<file path="src/hw/rmpu_pkg.sv">
// Purpose: shared constants and types of the region protection unit
// Assumes: 32-bit apb register bus, 32-bit core addresses
// Notes:   register map and permission encodings live here
package rmpu_pkg;

	localparam int          RMPU_NREG      = 8;
	localparam int          RMPU_IDXW      = 3;

	// ------------------------------------------------------------------
	// register map (byte addresses)
	// ------------------------------------------------------------------
	localparam logic [11:0] RMPU_A_CTRL    = 12'h000;
	localparam logic [11:0] RMPU_A_STAT    = 12'h004;
	localparam logic [11:0] RMPU_A_MASK    = 12'h008;
	localparam logic [11:0] RMPU_A_FADDR   = 12'h00c;
	localparam logic [11:0] RMPU_A_RBASE   = 12'h040;
	localparam logic [11:0] RMPU_A_RLIMIT  = 12'h060;
	localparam logic [11:0] RMPU_A_RATTR   = 12'h080;
	localparam logic [11:0] RMPU_A_ESPAN   = 12'h020;

	// attribute word fields
	localparam int          RMPU_F_EN      = 0;
	localparam int          RMPU_F_XEN     = 1;
	localparam int          RMPU_F_PERM_LO = 4;
	localparam int          RMPU_F_PERM_HI = 6;
	// ctrl register fields
	localparam int          RMPU_F_ON      = 0;
	localparam int          RMPU_F_BKG     = 1;
	// status bits
	localparam int          RMPU_S_ACC     = 0;
	localparam int          RMPU_S_CFG     = 1;
	localparam int          RMPU_NSTAT     = 2;

	localparam logic [31:0] RMPU_CTRL_RST  = 32'h0000_0003;
	localparam logic [31:0] RMPU_ATTR_RST  = 32'h0000_0000;
	localparam logic [31:0] RMPU_ADDR_RST  = 32'h0000_0000;

	// permission codes: privileged / user
	typedef enum logic [2:0] {
		RMPU_P_NONE   = 3'h0, // none / none
		RMPU_P_PRW    = 3'h1, // rw / none
		RMPU_P_PRW_UR = 3'h2, // rw / ro
		RMPU_P_FULL   = 3'h3, // rw / rw
		RMPU_P_PR     = 3'h5, // ro / none
		RMPU_P_PR_UR  = 3'h6  // ro / ro
	} rmpu_perm_t;

	typedef enum logic [1:0] {
		RMPU_OP_READ  = 2'h0,
		RMPU_OP_WRITE = 2'h1,
		RMPU_OP_FETCH = 2'h2
	} rmpu_op_t;

	typedef struct packed {
		logic [31:0] addr;
		rmpu_op_t    op;
		logic        priv;
	} rmpu_req_t;

	typedef struct packed {
		logic [31:0] base;
		logic [31:0] limit;
		logic        en;
		logic        xen;
		logic [2:0]  perm;
	} rmpu_region_t;

endpackage : rmpu_pkg

</file>
<file path="src/hw/rmpu_check.sv">
// Purpose: combinational permission check of one access
// Assumes: region table stable while evaluated
// Notes:   highest enabled matching index wins
`timescale 1ns/1ps
module rmpu_check
	import rmpu_pkg::*;
(
	input  wire rmpu_req_t                   req,
	input  wire rmpu_region_t [RMPU_NREG-1:0] regs,
	input  wire logic                        bkg_en,
	output logic                             allow
);

	// ------------------------------------------------------------------
	// permission decode
	// ------------------------------------------------------------------
	function automatic logic perm_ok(input logic [2:0] p, input logic pv,
		input rmpu_op_t op);
		logic rd;
		logic wr;
		rd = 1'b0;
		wr = 1'b0;
		case (p)
			RMPU_P_PRW:    begin rd = pv; wr = pv; end
			RMPU_P_PRW_UR: begin rd = 1'b1; wr = pv; end
			RMPU_P_FULL:   begin rd = 1'b1; wr = 1'b1; end
			RMPU_P_PR:     begin rd = pv; end
			RMPU_P_PR_UR:  begin rd = 1'b1; end
			default:       begin rd = 1'b0; end
		endcase
		return (op == RMPU_OP_WRITE) ? wr : rd;
	endfunction : perm_ok

	always_comb begin
		logic hit;
		hit   = 1'b0;
		allow = 1'b0;
		for (int i = 0; i < RMPU_NREG; i++) begin
			if (regs[i].en && req.addr >= regs[i].base &&
				req.addr <= regs[i].limit) begin
				hit   = 1'b1;
				allow = perm_ok(regs[i].perm, req.priv, req.op) &&
					(req.op != RMPU_OP_FETCH || regs[i].xen);
			end
		end
		if (!hit) begin
			allow = req.priv && bkg_en;
		end
	end

endmodule : rmpu_check

</file>
<file path="src/hw/rmpu_irq.sv">
// Purpose: sticky fault status, mask and interrupt line
// Assumes: w1c clear from the bus, set wins over clear
// Notes:   level interrupt output
`timescale 1ns/1ps
module rmpu_irq
	import rmpu_pkg::*;
(
	input  wire logic                  sys_clk,
	input  wire logic                  rst_b,
	input  wire logic                  clk_en,
	input  wire logic [RMPU_NSTAT-1:0] set_ev,
	input  wire logic [RMPU_NSTAT-1:0] clr_w1c,
	input  wire logic                  mask_we,
	input  wire logic [RMPU_NSTAT-1:0] mask_wd,
	output logic      [RMPU_NSTAT-1:0] stat,
	output logic      [RMPU_NSTAT-1:0] mask,
	output logic                       irq
);

	logic [RMPU_NSTAT-1:0] stat_ff;
	logic [RMPU_NSTAT-1:0] nxt_stat;
	logic [RMPU_NSTAT-1:0] mask_ff;
	logic [RMPU_NSTAT-1:0] nxt_mask;

	always_comb begin
		nxt_stat = (stat_ff & ~clr_w1c) | set_ev;
		nxt_mask = mask_we ? mask_wd : mask_ff;
	end

	always_ff @(posedge sys_clk or negedge rst_b) begin
		if (!rst_b) begin
			stat_ff <= '0;
			mask_ff <= '0;
		end else if (clk_en) begin
			stat_ff <= nxt_stat;
			mask_ff <= nxt_mask;
		end
	end

	assign stat = stat_ff;
	assign mask = mask_ff;
	assign irq  = |(stat_ff & mask_ff);

endmodule : rmpu_irq

</file>
<file path="src/hw/rmpu_top.sv">
// Purpose: region memory protection unit with apb configuration port
// Assumes: core holds an access request until it is answered
// Notes:   grant is combinational so a denied access never completes
`timescale 1ns/1ps
// How it works
// - every read, write and fetch of the core is checked.
// - privileged and user level are told apart by a request bit.
// - eight regions plus a privileged-only background region exist.
// - privileged software may use regions that user software may use.
// - user software is refused privileged-only regions.
// - where regions overlap the highest index decides.
// - each region has a fetch enable; fetches from it otherwise fail.
// - the no-access code faults all; privileged-rw faults user access.
// - rw/read-only code faults user writes; full code allows all.
// - the two read-only codes refuse every write.
// - the check is applied before and while the access stands.
// - after reset the attributes hold fixed default values.
// - user level bus writes never replace the configuration.
// - only privileged software changes configuration; it reads it too.
module rmpu_top
	import rmpu_pkg::*;
(
	input  wire logic        sys_clk,
	input  wire logic        rst_b,
	input  wire logic        clk_en,
	input  wire logic        psel,
	input  wire logic        penable,
	input  wire logic        pwrite,
	input  wire logic [11:0] paddr,
	input  wire logic [31:0] pwdata,
	input  wire logic [2:0]  pprot,
	output logic      [31:0] prdata,
	output logic             pready,
	output logic             pslverr,
	input  wire logic        acc_valid,
	input  wire logic [31:0] acc_addr,
	input  wire logic [1:0]  acc_op,
	input  wire logic        acc_priv,
	output logic             acc_grant,
	output logic             acc_fault,
	output logic             irq
);

	// ------------------------------------------------------------------
	// configuration state
	// ------------------------------------------------------------------
	rmpu_region_t [RMPU_NREG-1:0] reg_ff;
	rmpu_region_t [RMPU_NREG-1:0] nxt_reg;
	logic [31:0]                  ctrl_ff;
	logic [31:0]                  nxt_ctrl;
	logic [31:0]                  faddr_ff;
	logic [31:0]                  nxt_faddr;
	logic [31:0]                  prdata_ff;
	logic [31:0]                  nxt_prdata;
	logic                         perr_ff;
	logic                         nxt_perr;

	rmpu_req_t                    req;
	logic                         allow;
	logic                         prot_on;
	logic                         bus_acc;
	logic                         bus_priv;
	logic                         cfg_deny;
	logic                         dec_hit;
	logic [RMPU_NSTAT-1:0]        stat;
	logic [RMPU_NSTAT-1:0]        mask;
	logic [RMPU_NSTAT-1:0]        set_ev;
	logic [RMPU_NSTAT-1:0]        clr_w1c;
	logic                         mask_we;

	// region slot of a table address, or no hit
	function automatic logic tbl_hit(input logic [11:0] a,
		input logic [11:0] b);
		return (a >= b) && (a < b + RMPU_A_ESPAN) && (a[1:0] == 2'h0);
	endfunction : tbl_hit

	function automatic logic [RMPU_IDXW-1:0] tbl_idx(input logic [11:0] a,
		input logic [11:0] b);
		logic [11:0] d;
		d = a - b;
		return d[RMPU_IDXW+1:2];
	endfunction : tbl_idx

	// ------------------------------------------------------------------
	// access check
	// ------------------------------------------------------------------
	assign prot_on = ctrl_ff[RMPU_F_ON];
	assign req     = '{addr: acc_addr, op: rmpu_op_t'(acc_op),
		priv: acc_priv};

	rmpu_check u_check (
		.req    (req),
		.regs   (reg_ff),
		.bkg_en (ctrl_ff[RMPU_F_BKG]),
		.allow  (allow)
	);

	// grant held low for the whole access whenever denied
	always_comb begin
		acc_grant = acc_valid && (allow || !prot_on);
		acc_fault = acc_valid && prot_on && !allow;
	end

	// ------------------------------------------------------------------
	// apb slave
	// ------------------------------------------------------------------
	assign bus_acc  = psel && penable;
	assign bus_priv = pprot[0];
	assign cfg_deny = bus_acc && pwrite && !bus_priv;
	assign pready   = 1'b1;
	assign pslverr  = perr_ff;
	assign prdata   = prdata_ff;

	always_comb begin
		dec_hit = (paddr == RMPU_A_CTRL) || (paddr == RMPU_A_STAT) ||
			(paddr == RMPU_A_MASK) || (paddr == RMPU_A_FADDR) ||
			tbl_hit(paddr, RMPU_A_RBASE) ||
			tbl_hit(paddr, RMPU_A_RLIMIT) ||
			tbl_hit(paddr, RMPU_A_RATTR);
	end

	// slverr of the setup cycle lines up with the access edge
	always_comb begin
		nxt_reg    = reg_ff;
		nxt_ctrl   = ctrl_ff;
		nxt_faddr  = faddr_ff;
		nxt_prdata = 32'h0000_0000;
		nxt_perr   = 1'b0;
		clr_w1c    = '0;
		mask_we    = 1'b0;
		if (psel && !penable) begin
			nxt_perr = !dec_hit || (pwrite && !bus_priv);
			if (!pwrite && dec_hit && bus_priv) begin
				if (paddr == RMPU_A_CTRL) begin
					nxt_prdata = ctrl_ff;
				end else if (paddr == RMPU_A_STAT) begin
					nxt_prdata = {{(32-RMPU_NSTAT){1'b0}}, stat};
				end else if (paddr == RMPU_A_MASK) begin
					nxt_prdata = {{(32-RMPU_NSTAT){1'b0}}, mask};
				end else if (paddr == RMPU_A_FADDR) begin
					nxt_prdata = faddr_ff;
				end else if (tbl_hit(paddr, RMPU_A_RBASE)) begin
					nxt_prdata = reg_ff[tbl_idx(paddr, RMPU_A_RBASE)].base;
				end else if (tbl_hit(paddr, RMPU_A_RLIMIT)) begin
					nxt_prdata = reg_ff[tbl_idx(paddr, RMPU_A_RLIMIT)].limit;
				end else begin
					nxt_prdata = 32'h0000_0000;
					nxt_prdata[RMPU_F_EN] =
						reg_ff[tbl_idx(paddr, RMPU_A_RATTR)].en;
					nxt_prdata[RMPU_F_XEN] =
						reg_ff[tbl_idx(paddr, RMPU_A_RATTR)].xen;
					nxt_prdata[RMPU_F_PERM_HI:RMPU_F_PERM_LO] =
						reg_ff[tbl_idx(paddr, RMPU_A_RATTR)].perm;
				end
			end
		end
		if (bus_acc && pwrite && bus_priv) begin
			if (paddr == RMPU_A_CTRL) begin
				nxt_ctrl = pwdata;
			end else if (paddr == RMPU_A_STAT) begin
				clr_w1c = pwdata[RMPU_NSTAT-1:0];
			end else if (paddr == RMPU_A_MASK) begin
				mask_we = 1'b1;
			end else if (tbl_hit(paddr, RMPU_A_RBASE)) begin
				nxt_reg[tbl_idx(paddr, RMPU_A_RBASE)].base = pwdata;
			end else if (tbl_hit(paddr, RMPU_A_RLIMIT)) begin
				nxt_reg[tbl_idx(paddr, RMPU_A_RLIMIT)].limit = pwdata;
			end else if (tbl_hit(paddr, RMPU_A_RATTR)) begin
				nxt_reg[tbl_idx(paddr, RMPU_A_RATTR)].en =
					pwdata[RMPU_F_EN];
				nxt_reg[tbl_idx(paddr, RMPU_A_RATTR)].xen =
					pwdata[RMPU_F_XEN];
				nxt_reg[tbl_idx(paddr, RMPU_A_RATTR)].perm =
					pwdata[RMPU_F_PERM_HI:RMPU_F_PERM_LO];
			end
		end
		if (acc_fault) begin
			nxt_faddr = acc_addr;
		end
		set_ev = '0;
		set_ev[RMPU_S_ACC] = acc_fault;
		set_ev[RMPU_S_CFG] = cfg_deny;
	end

	always_ff @(posedge sys_clk or negedge rst_b) begin
		if (!rst_b) begin
			for (int i = 0; i < RMPU_NREG; i++) begin
				reg_ff[i].base  <= RMPU_ADDR_RST;
				reg_ff[i].limit <= RMPU_ADDR_RST;
				reg_ff[i].en    <= RMPU_ATTR_RST[RMPU_F_EN];
				reg_ff[i].xen   <= RMPU_ATTR_RST[RMPU_F_XEN];
				reg_ff[i].perm  <= RMPU_ATTR_RST[RMPU_F_PERM_HI:RMPU_F_PERM_LO];
			end
			ctrl_ff   <= RMPU_CTRL_RST;
			faddr_ff  <= RMPU_ADDR_RST;
			prdata_ff <= 32'h0000_0000;
			perr_ff   <= 1'b0;
		end else if (clk_en) begin
			reg_ff    <= nxt_reg;
			ctrl_ff   <= nxt_ctrl;
			faddr_ff  <= nxt_faddr;
			prdata_ff <= nxt_prdata;
			perr_ff   <= nxt_perr;
		end
	end

	rmpu_irq u_irq (
		.sys_clk (sys_clk),
		.rst_b   (rst_b),
		.clk_en  (clk_en),
		.set_ev  (set_ev),
		.clr_w1c (clr_w1c),
		.mask_we (mask_we),
		.mask_wd (pwdata[RMPU_NSTAT-1:0]),
		.stat    (stat),
		.mask    (mask),
		.irq     (irq)
	);

	// ------------------------------------------------------------------
	// checks
	// ------------------------------------------------------------------
	// winning region picked apart from the checker, for the checks below
	logic                 chk_hit;
	logic [RMPU_IDXW-1:0] chk_idx;

	always_comb begin
		chk_hit = 1'b0;
		chk_idx = '0;
		for (int i = 0; i < RMPU_NREG; i++) begin
			if (reg_ff[i].en && acc_addr >= reg_ff[i].base &&
				acc_addr <= reg_ff[i].limit) begin
				chk_hit = 1'b1;
				chk_idx = RMPU_IDXW'(i);
			end
		end
	end

	user_cfg_block_a: assert property (@(posedge sys_clk)
		disable iff (!rst_b)
		clk_en && cfg_deny |=> $stable(ctrl_ff) && $stable(reg_ff))
		else $error("user write changed configuration");

	user_cfg_flag_a: assert property (@(posedge sys_clk)
		disable iff (!rst_b)
		clk_en && cfg_deny |=> stat[RMPU_S_CFG])
		else $error("user config write not flagged");

	no_grant_fault_a: assert property (@(posedge sys_clk)
		disable iff (!rst_b)
		!(acc_grant && acc_fault))
		else $error("grant and fault together");

	user_bkg_fault_a: assert property (@(posedge sys_clk)
		disable iff (!rst_b)
		acc_valid && prot_on && !acc_priv &&
		!(|{reg_ff[7].en, reg_ff[6].en, reg_ff[5].en, reg_ff[4].en,
		reg_ff[3].en, reg_ff[2].en, reg_ff[1].en, reg_ff[0].en})
		|-> acc_fault)
		else $error("user access without region granted");

	top_prio_a: assert property (@(posedge sys_clk)
		disable iff (!rst_b)
		acc_valid && prot_on && reg_ff[7].en &&
		acc_addr >= reg_ff[7].base && acc_addr <= reg_ff[7].limit &&
		reg_ff[7].perm == RMPU_P_NONE |-> acc_fault)
		else $error("region 7 did not win");

	fault_stat_a: assert property (@(posedge sys_clk)
		disable iff (!rst_b)
		clk_en && acc_fault |=> stat[RMPU_S_ACC] &&
		faddr_ff == $past(acc_addr))
		else $error("fault not recorded");

	full_allow_a: assert property (@(posedge sys_clk)
		disable iff (!rst_b)
		acc_valid && prot_on && acc_op != RMPU_OP_FETCH && reg_ff[7].en &&
		acc_addr >= reg_ff[7].base && acc_addr <= reg_ff[7].limit &&
		reg_ff[7].perm == RMPU_P_FULL |-> acc_grant)
		else $error("full access refused");

	irq_level_a: assert property (@(posedge sys_clk)
		disable iff (!rst_b)
		irq == |(stat & mask))
		else $error("interrupt level wrong");

	user_priv_only_a: assert property (@(posedge sys_clk)
		disable iff (!rst_b)
		acc_valid && prot_on && !acc_priv && chk_hit &&
		reg_ff[chk_idx].perm inside {RMPU_P_NONE, RMPU_P_PRW, RMPU_P_PR}
		|-> acc_fault)
		else $error("user access to privileged region granted");

	priv_user_ok_a: assert property (@(posedge sys_clk)
		disable iff (!rst_b)
		acc_valid && prot_on && acc_priv && chk_hit &&
		acc_op == RMPU_OP_READ && reg_ff[chk_idx].perm inside
		{RMPU_P_PRW_UR, RMPU_P_FULL, RMPU_P_PR_UR} |-> acc_grant)
		else $error("privileged read of user region refused");

	fetch_off_a: assert property (@(posedge sys_clk)
		disable iff (!rst_b)
		acc_valid && prot_on && chk_hit && acc_op == RMPU_OP_FETCH &&
		!reg_ff[chk_idx].xen |-> acc_fault)
		else $error("fetch from fetch-disabled region granted");

	none_code_a: assert property (@(posedge sys_clk)
		disable iff (!rst_b)
		acc_valid && prot_on && chk_hit &&
		(reg_ff[chk_idx].perm == RMPU_P_NONE ||
		(reg_ff[chk_idx].perm == RMPU_P_PRW && !acc_priv)) |-> acc_fault)
		else $error("no-access code granted");

	ro_write_a: assert property (@(posedge sys_clk)
		disable iff (!rst_b)
		acc_valid && prot_on && chk_hit && acc_op == RMPU_OP_WRITE &&
		reg_ff[chk_idx].perm inside {RMPU_P_PR, RMPU_P_PR_UR} |-> acc_fault)
		else $error("write to read-only region granted");

	frozen_state_a: assert property (@(posedge sys_clk)
		disable iff (!rst_b)
		!clk_en |=> $stable(ctrl_ff) && $stable(reg_ff) &&
		$stable(faddr_ff) && $stable(stat))
		else $error("state moved while clock enable low");

endmodule : rmpu_top

</file>
<file path="config.mk">
export PLATFORM = sky130hd
export DESIGN_NAME = rmpu_top
export DESIGN_NICKNAME = d
export VERILOG_FILES = /design/src/hw/rmpu_pkg.sv /design/src/hw/rmpu_check.sv /design/src/hw/rmpu_irq.sv /design/src/hw/rmpu_top.sv
export SDC_FILE = /design/constraint.sdc
export NUM_CORES = 2
export LEC_CHECK = 0
export BUFFER_PORTS_ARGS = -buffer_cell sky130_fd_sc_hd__buf_2
export CAP_MARGIN = 20
export CORE_ASPECT_RATIO = 2
export CORE_UTILIZATION = 47
export CTS_CLUSTER_SIZE = 8
export DETAILED_ROUTE_END_ITERATION = 10
export SYNTH_ARGS = -nofsm -noshare
export SYNTH_HDL_FRONTEND = slang
export SYNTH_HIERARCHICAL = 1
export SYNTH_SLANG_ARGS = --single-unit
</file>
<file path="constraint.sdc">
create_clock -name sys_clk -period 9.1 [get_ports sys_clk]
set_input_delay 0.91 -clock sys_clk [delete_from_list [all_inputs] [get_ports sys_clk]]
set_output_delay 0.91 -clock sys_clk [all_outputs]
set_load 0.02 [all_outputs]
</file>
# Yosys cells after proc, flatten, opt, wreduce, memory -nomap -nowiden

Cells that the tools add are included.

Muxes and demuxes: 97
$lt $le $gt $ge: 28
Add/sub/neg operators: 3
Equal/unequal tests: 45
Bitwise operators: 7
Reductions and logical operators: 99

Operators by type and width:

| kind                                                                                 | number |
|---|---|
| 552-bit bitwise mux                                                                  | 5 |
| 552-bit two-way mux                                                                  | 3 |
| 69-bit demux with 3-bit select                                                       | 5 |
| 69-bit binary-select mux with 3-bit select                                           | 3 |
| 32-bit greater-or-equal comparator                                                   | 8 |
| 32-bit <= comparator                                                                 | 8 |
| 32-bit two-way mux                                                                   | 8 |
| 69-bit two-way mux                                                                   | 2 |
| 37-bit two-way mux                                                                   | 2 |
| 3-bit by 2-bit == test with 1-bit output, second input constant                      | 16 |
| 3-bit == test, second input constant                                                 | 16 |
| 1-bit two-way mux                                                                    | 46 |
| 1-bit logical AND                                                                    | 45 |
| 2-bit OR reduction                                                                   | 17 |
| 1-bit one-hot mux with 2 select lines                                                | 16 |
| 12-bit by 4-bit == test with 1-bit output, second input constant                     | 2 |
| 3-bit by 1-bit == test with 1-bit output, second input constant                      | 8 |
| 12-bit by 7-bit greater-or-equal comparator with 1-bit output, second input constant | 2 |
| 12-bit by 8-bit less-than comparator with 1-bit output, second input constant        | 2 |
| 3-bit OR reduction                                                                   | 8 |
| 1-bit logical OR                                                                     | 16 |
| 5-bit by 1-bit subtractor with 5-bit output, second input constant                   | 3 |
| 12-bit by 3-bit == test with 1-bit output, second input constant                     | 1 |
| 12-bit by 8-bit greater-or-equal comparator with 1-bit output, second input constant | 1 |
| 20 further kinds                                                                     | 36 |

Register bits after elaboration: 653
Output and inout bits: 37

# Depth between registers and ports, before layout

Word-level depth: 18
Mapped depth: 16
Depth with buffers taken out: 15

# Hierarchy

Netlist, hierarchy kept.

By module, submodules not included:

| module     | cells an instance | instances | sequential area each (µm²) | area each (µm²) |
|---|---|---|---|---|
| rmpu_top   | 1955              | 1         | 16243.1                    | 29664.7 |
| rmpu_check | 1848              | 1         | 0.0                        | 13148.9 |
| rmpu_irq   | 12                | 1         | 100.1                      | 172.7 |

# Worst setup path before layout

No wires, ideal clock.

Path kind: input port to output port
Start: input acc_addr[0]
End: output acc_grant
Arrival time: 3.974 ns
Required time: 8.190 ns
Stages on the path: 13
Slack: 4.216 ns
Cells stage by stage: inv_1 -> ha_1 -> nand2b_4 -> a2111oi_4 -> nor4_1 -> or4_1 -> a311o_1 -> a22oi_2 -> and4bb_1 -> a211oi_1 -> a211oi_1 -> inv_1 -> a21boi_0

Cells in the longest elaborated chain, start to end: 14

RTL lines:

| item                               | line             | text |
|---|---|---|
| from (decl)                        | rmpu_top.sv:36   | `input wire logic [31:0] acc_addr,` |
| 32-bit greater-or-equal comparator | n/a              |  |
| 1-bit logical AND                  | n/a              |  |
| 1-bit logical AND                  | rmpu_check.sv:39 | `if (regs[i].en && req.addr >= regs[i].base &&` |
| 1-bit two-way mux (8 in a row)     | rmpu_check.sv:39 |  |
| 1-bit two-way mux *                | rmpu_check.sv:46 | `if (!hit) begin` |
| via allow                          | rmpu_top.sv:59   | `logic allow;` |
| 1-bit logical OR *                 | rmpu_top.sv:100  | `acc_grant = acc_valid && (allow \|\| !prot_on);` |
| 1-bit logical AND *                | rmpu_top.sv:100  |  |
| to (decl)                          | rmpu_top.sv:39   | `output logic acc_grant,` |

Mark *: on every way through the listed nets, which the timed path passes. The rest lies on a longest branch.

# Worst setup path after layout

Start: input acc_addr[8]
End: output acc_fault

Cells in the longest elaborated chain, start to end: 14

RTL lines:

| item                               | line             | text |
|---|---|---|
| 32-bit greater-or-equal comparator | n/a              |  |
| 1-bit logical AND                  | n/a              |  |
| 1-bit logical AND                  | rmpu_check.sv:39 |  |
| 1-bit two-way mux (8 in a row)     | rmpu_check.sv:39 |  |
| 1-bit two-way mux *                | rmpu_check.sv:46 |  |
| via allow                          | rmpu_top.sv:59   |  |
| 1-bit logical NOT *                | rmpu_top.sv:101  | `acc_fault = acc_valid && prot_on && !allow;` |
| 1-bit logical AND *                | rmpu_top.sv:101  |  |
| to (decl)                          | rmpu_top.sv:40   | `output logic acc_fault,` |

Marked as above.

==> results_dict.tcl <==
set metrics [dict create \
    status "finished, final reports clean" \
    period_needed_ps 6523 \
    core-area_um2 90570 \
    worstSetupStartpointType "input port" \
    p_int_w 0.004879 \
    final.setup_skew_ps 35.66 \
    ios 126 \
    die_w_um 215.8 \
    power_leakage_nw 21.11 \
    clk_path_buf_depth 3 \
    reg_power_share_pct 44.2 \
    crit_required_ps 8190 \
    hold_violations 0 \
    grt_max_degree 168 \
    grt_first_pass_wirelength_um 219800 \
    drv.max_cap_violation_count 0 \
    area.growth.synth_to_final_pct 10.02 \
    num_vias 31758 \
    tightest_slew_ps 1209 \
    cts_max_level 3 \
    global_route.usage.total_pct 32.64 \
    hpwlAfterDp_um 106700 \
    number_of_drc_markers_in_iteration_0 1968 \
    postLayoutCoreUtil_pct 52.22 \
    cts_hold_repair.buffers 0 \
    routedWlPerCell_um 29.26 \
    endpoint_kind "output pin" \
    ant_nets 0 \
    fp-row-count 156 \
    tritoncts "built" \
    powerDensity_nw_per_um2 139.5 \
    synth.yosys.seq_area_share_pct 38.02 \
    total_clock_buffers_created_by_cts 91 \
    rsz0062_at_grt "false" \
    final-setup-viol-count 0 \
    synthArstFlopShare_pct 100.0 \
    count_of_distinct_cell_types_in_the_synthesized_netlist 82 \
    fraction_of_final_layout_cells_with_drive_strength_greater_than_1_pct 28.10 \
    drt_pre_antenna_iters 6 \
    max-slew-margin-rel_pct 19.26 \
    route.final.wire_length_um 149600 \
    place.gp.congestion 0.9814 \
    vdd_ir_drop_max_v 0.0001281 \
    p_clk_share_pct 46.2 \
    setup_total_negative_slack_ps 0 \
    p_comb_share_pct 9.7 \
    drt-vias-per-instance 6.214 \
    clkLatencyLatePin_ps 680 \
    ys_warn_count 6 \
    hold_class "in -> async" \
    cp_data_arrival_time_ps 5610 \
    number_of_instances_in_the_synthesized_netlist 3815 \
    synth.cell_area_um2 42990 \
    criticalPathCategory "in -> out" \
    power.net_switching_w 0.001717 \
    num-nets-final 4517 \
    syn_avg_cell_area_um2 11.27 \
    initial_core_util_pct 47.46 \
    cts.reportedPaths.clkPinSlew_ps 50 \
    cts_post_setup_buffers_inserted 0 \
    design.die.area_um2 92750 \
    portBuffers 122 \
    postSynthRegisterBits 653 \
    root_buffer "clkbuf_16" \
    synth_edf_count 0 \
    worstRegToRegCells 16 \
    synth_flop_cell "dfrtp_1" \
    drt_drc_violations_left 0 \
    switching_share_pct 26.03 \
    synth_fp_nets 4416 \
    maxSlewViolCount 0 \
    die_height_um 429.7 \
    overflow_after_grt 0 \
    grt_antenna_before_repair 7 \
    cts.sinks 653 \
    first_global_vias 33272 \
    r2r_end "faddr_ff[22]" \
    largest_driver_fanout_on_the_critical_path 17 \
    reg2reg_setup_slack_ps 2840 \
    reg2reg_from "reg_ff[48]" \
    ctsResizeCount 0 \
    fin_crit_sh_pct 71.68 \
    fmax_ghz 0.1533 \
]
## routing by layer
metal  vias up  global-route usage (%)  wire length [um]  part of all wire (%)
met5         -                       0                 0                     0
met4         0                   28.12             15010                    10
met3       437                   4.765              6693                   4.5
met2      1037                   56.68             75390                    50
met1     16244                   34.45             52460                    35
li1      14040                       -                 -                     -
## worst max-delay path: stages
cell and delay [ps]:
buf_2 420, ha_1 240, a21oi_1 60, o21ai_0 770, o2111ai_1 530, a21oi_1 510, o221ai_1 350, a32oi_1 470
a311o_1 260, a311oi_2 110, a211oi_1 390, inv_1 90, and3_1 270, buf_2 190
## per-stage QoR
stage	setup WS (ps)	std cells	power, W	hold slack, ps	area [um^2]
after floorplan	4216	3815	0.003272	473.7	42990
final	2577	5111	0.006596	263.1	47300
after global routing	2641	5110	0.006823	309.6	47290
after CTS	2693	5108	0.006647	271.1	47250
after global placement	2241	5005	0.003581	487.3	44890
after detailed placement	2193	5006	0.003594	493.6	44890
## flip-flops by register name, summed over array words and instances, names as in the netlist
signal / cells
u_irq/stat: 2
prdata: 32
reg_ff: 552
pslverr: 1
faddr_ff: 32
ctrl_ff: 32
u_irq/mask: 2
## synthesized netlist by cell type, types with 28 or more instances
master     number  area, um^2
inv_1         509        1911
nor2_1         77       289.0
clkbuf_1       78       292.8
nand4_1        90       563.0
o21ai_0        82       410.4
a21oi_1       190       950.9
nand3_1        78       390.4
a21o_1         50       375.4
mux4_2        139        3131
o2bb2ai_1      29       254.0
nand2_1       174       653.1
a22oi_1        34       255.2
buf_2          57       285.3
ha_1          512        6406
buf_4          28       210.2
mux2_2        639        7196
o211ai_1       42       315.3
a211oi_1       32       240.2
dfrtp_1       651       16290
## cells in the final DEF, fill, tap and decap left out, drive strengths merged, types with 8 or more instances in the layout
cell type / count
o2bb2ai: 29
a221o: 9
o21ai: 85
o22ai: 8
buf: 177
ha: 512
nand4: 91
and3: 19
nor2: 81
nand2b: 16
nand4b: 27
a21o: 50
and4: 10
nor3: 26
mux4: 139
nor2b: 22
a211oi: 32
nor4: 18
a221oi: 11
inv: 512
clkbuf: 99
dfrtp: 651
nand3: 78
mux2: 650
a21oi: 192
mux2i: 9
o211ai: 42
a2111oi: 8
a22oi: 35
o21a: 13
nand2: 175
o2111ai: 8
## area by class of cell
| type | instances | area (um^2) |
|---|---|---|
| Fill cell | 8298 | 43270 |
| Inverter | 511 | 1918 |
| Timing Repair Buffer | 177 | 1137 |
| Antenna cell | 1 | 2.502 |
| Clock inverter | 3 | 30.03 |
| Sequential cell | 653 | 16340 |
| Multi-Input combinational cell | 2482 | 24050 |
| Clock buffer | 99 | 2328 |
| Tap cell | 1185 | 1483 |
## power by group through the flow
stage,Sequential [W],Combinational [W],Clock (W)
2_1_floorplan,0.00296,0.000310,0
3_3_place_gp,0.00296,0.000620,0
3_5_place_dp,0.00296,0.000633,0
4_1_cts,0.00291,0.000636,0.00310
5_1_grt,0.00291,0.000699,0.00321
6_report,0.00291,0.000638,0.00305
## cell families after synthesis
family | after synthesis | share of synthesized area (%)
AOI/OAI and AO/OA | 578 | 8.892
adders and majority gates | 512 | 14.90
buffers and inverters | 680 | 6.348
DFF | 653 | 38.02
muxes | 798 | 24.54
other | 1 | 0.008724
and+or+nand+nor | 593 | 7.291
## worst max path at each step
stage,startpoint,to,slack (ps)
after CTS,acc_addr[8],acc_fault,2690
after global routing,acc_addr[8],acc_fault,2640
after floorplan,acc_addr[0],acc_grant,4220
final,acc_addr[8],acc_fault,2580
after global placement,acc_addr[8],faddr_ff[23],2240
after detailed placement,acc_addr[8],faddr_ff[20],2190
Power figures use the tool's default switching activity.
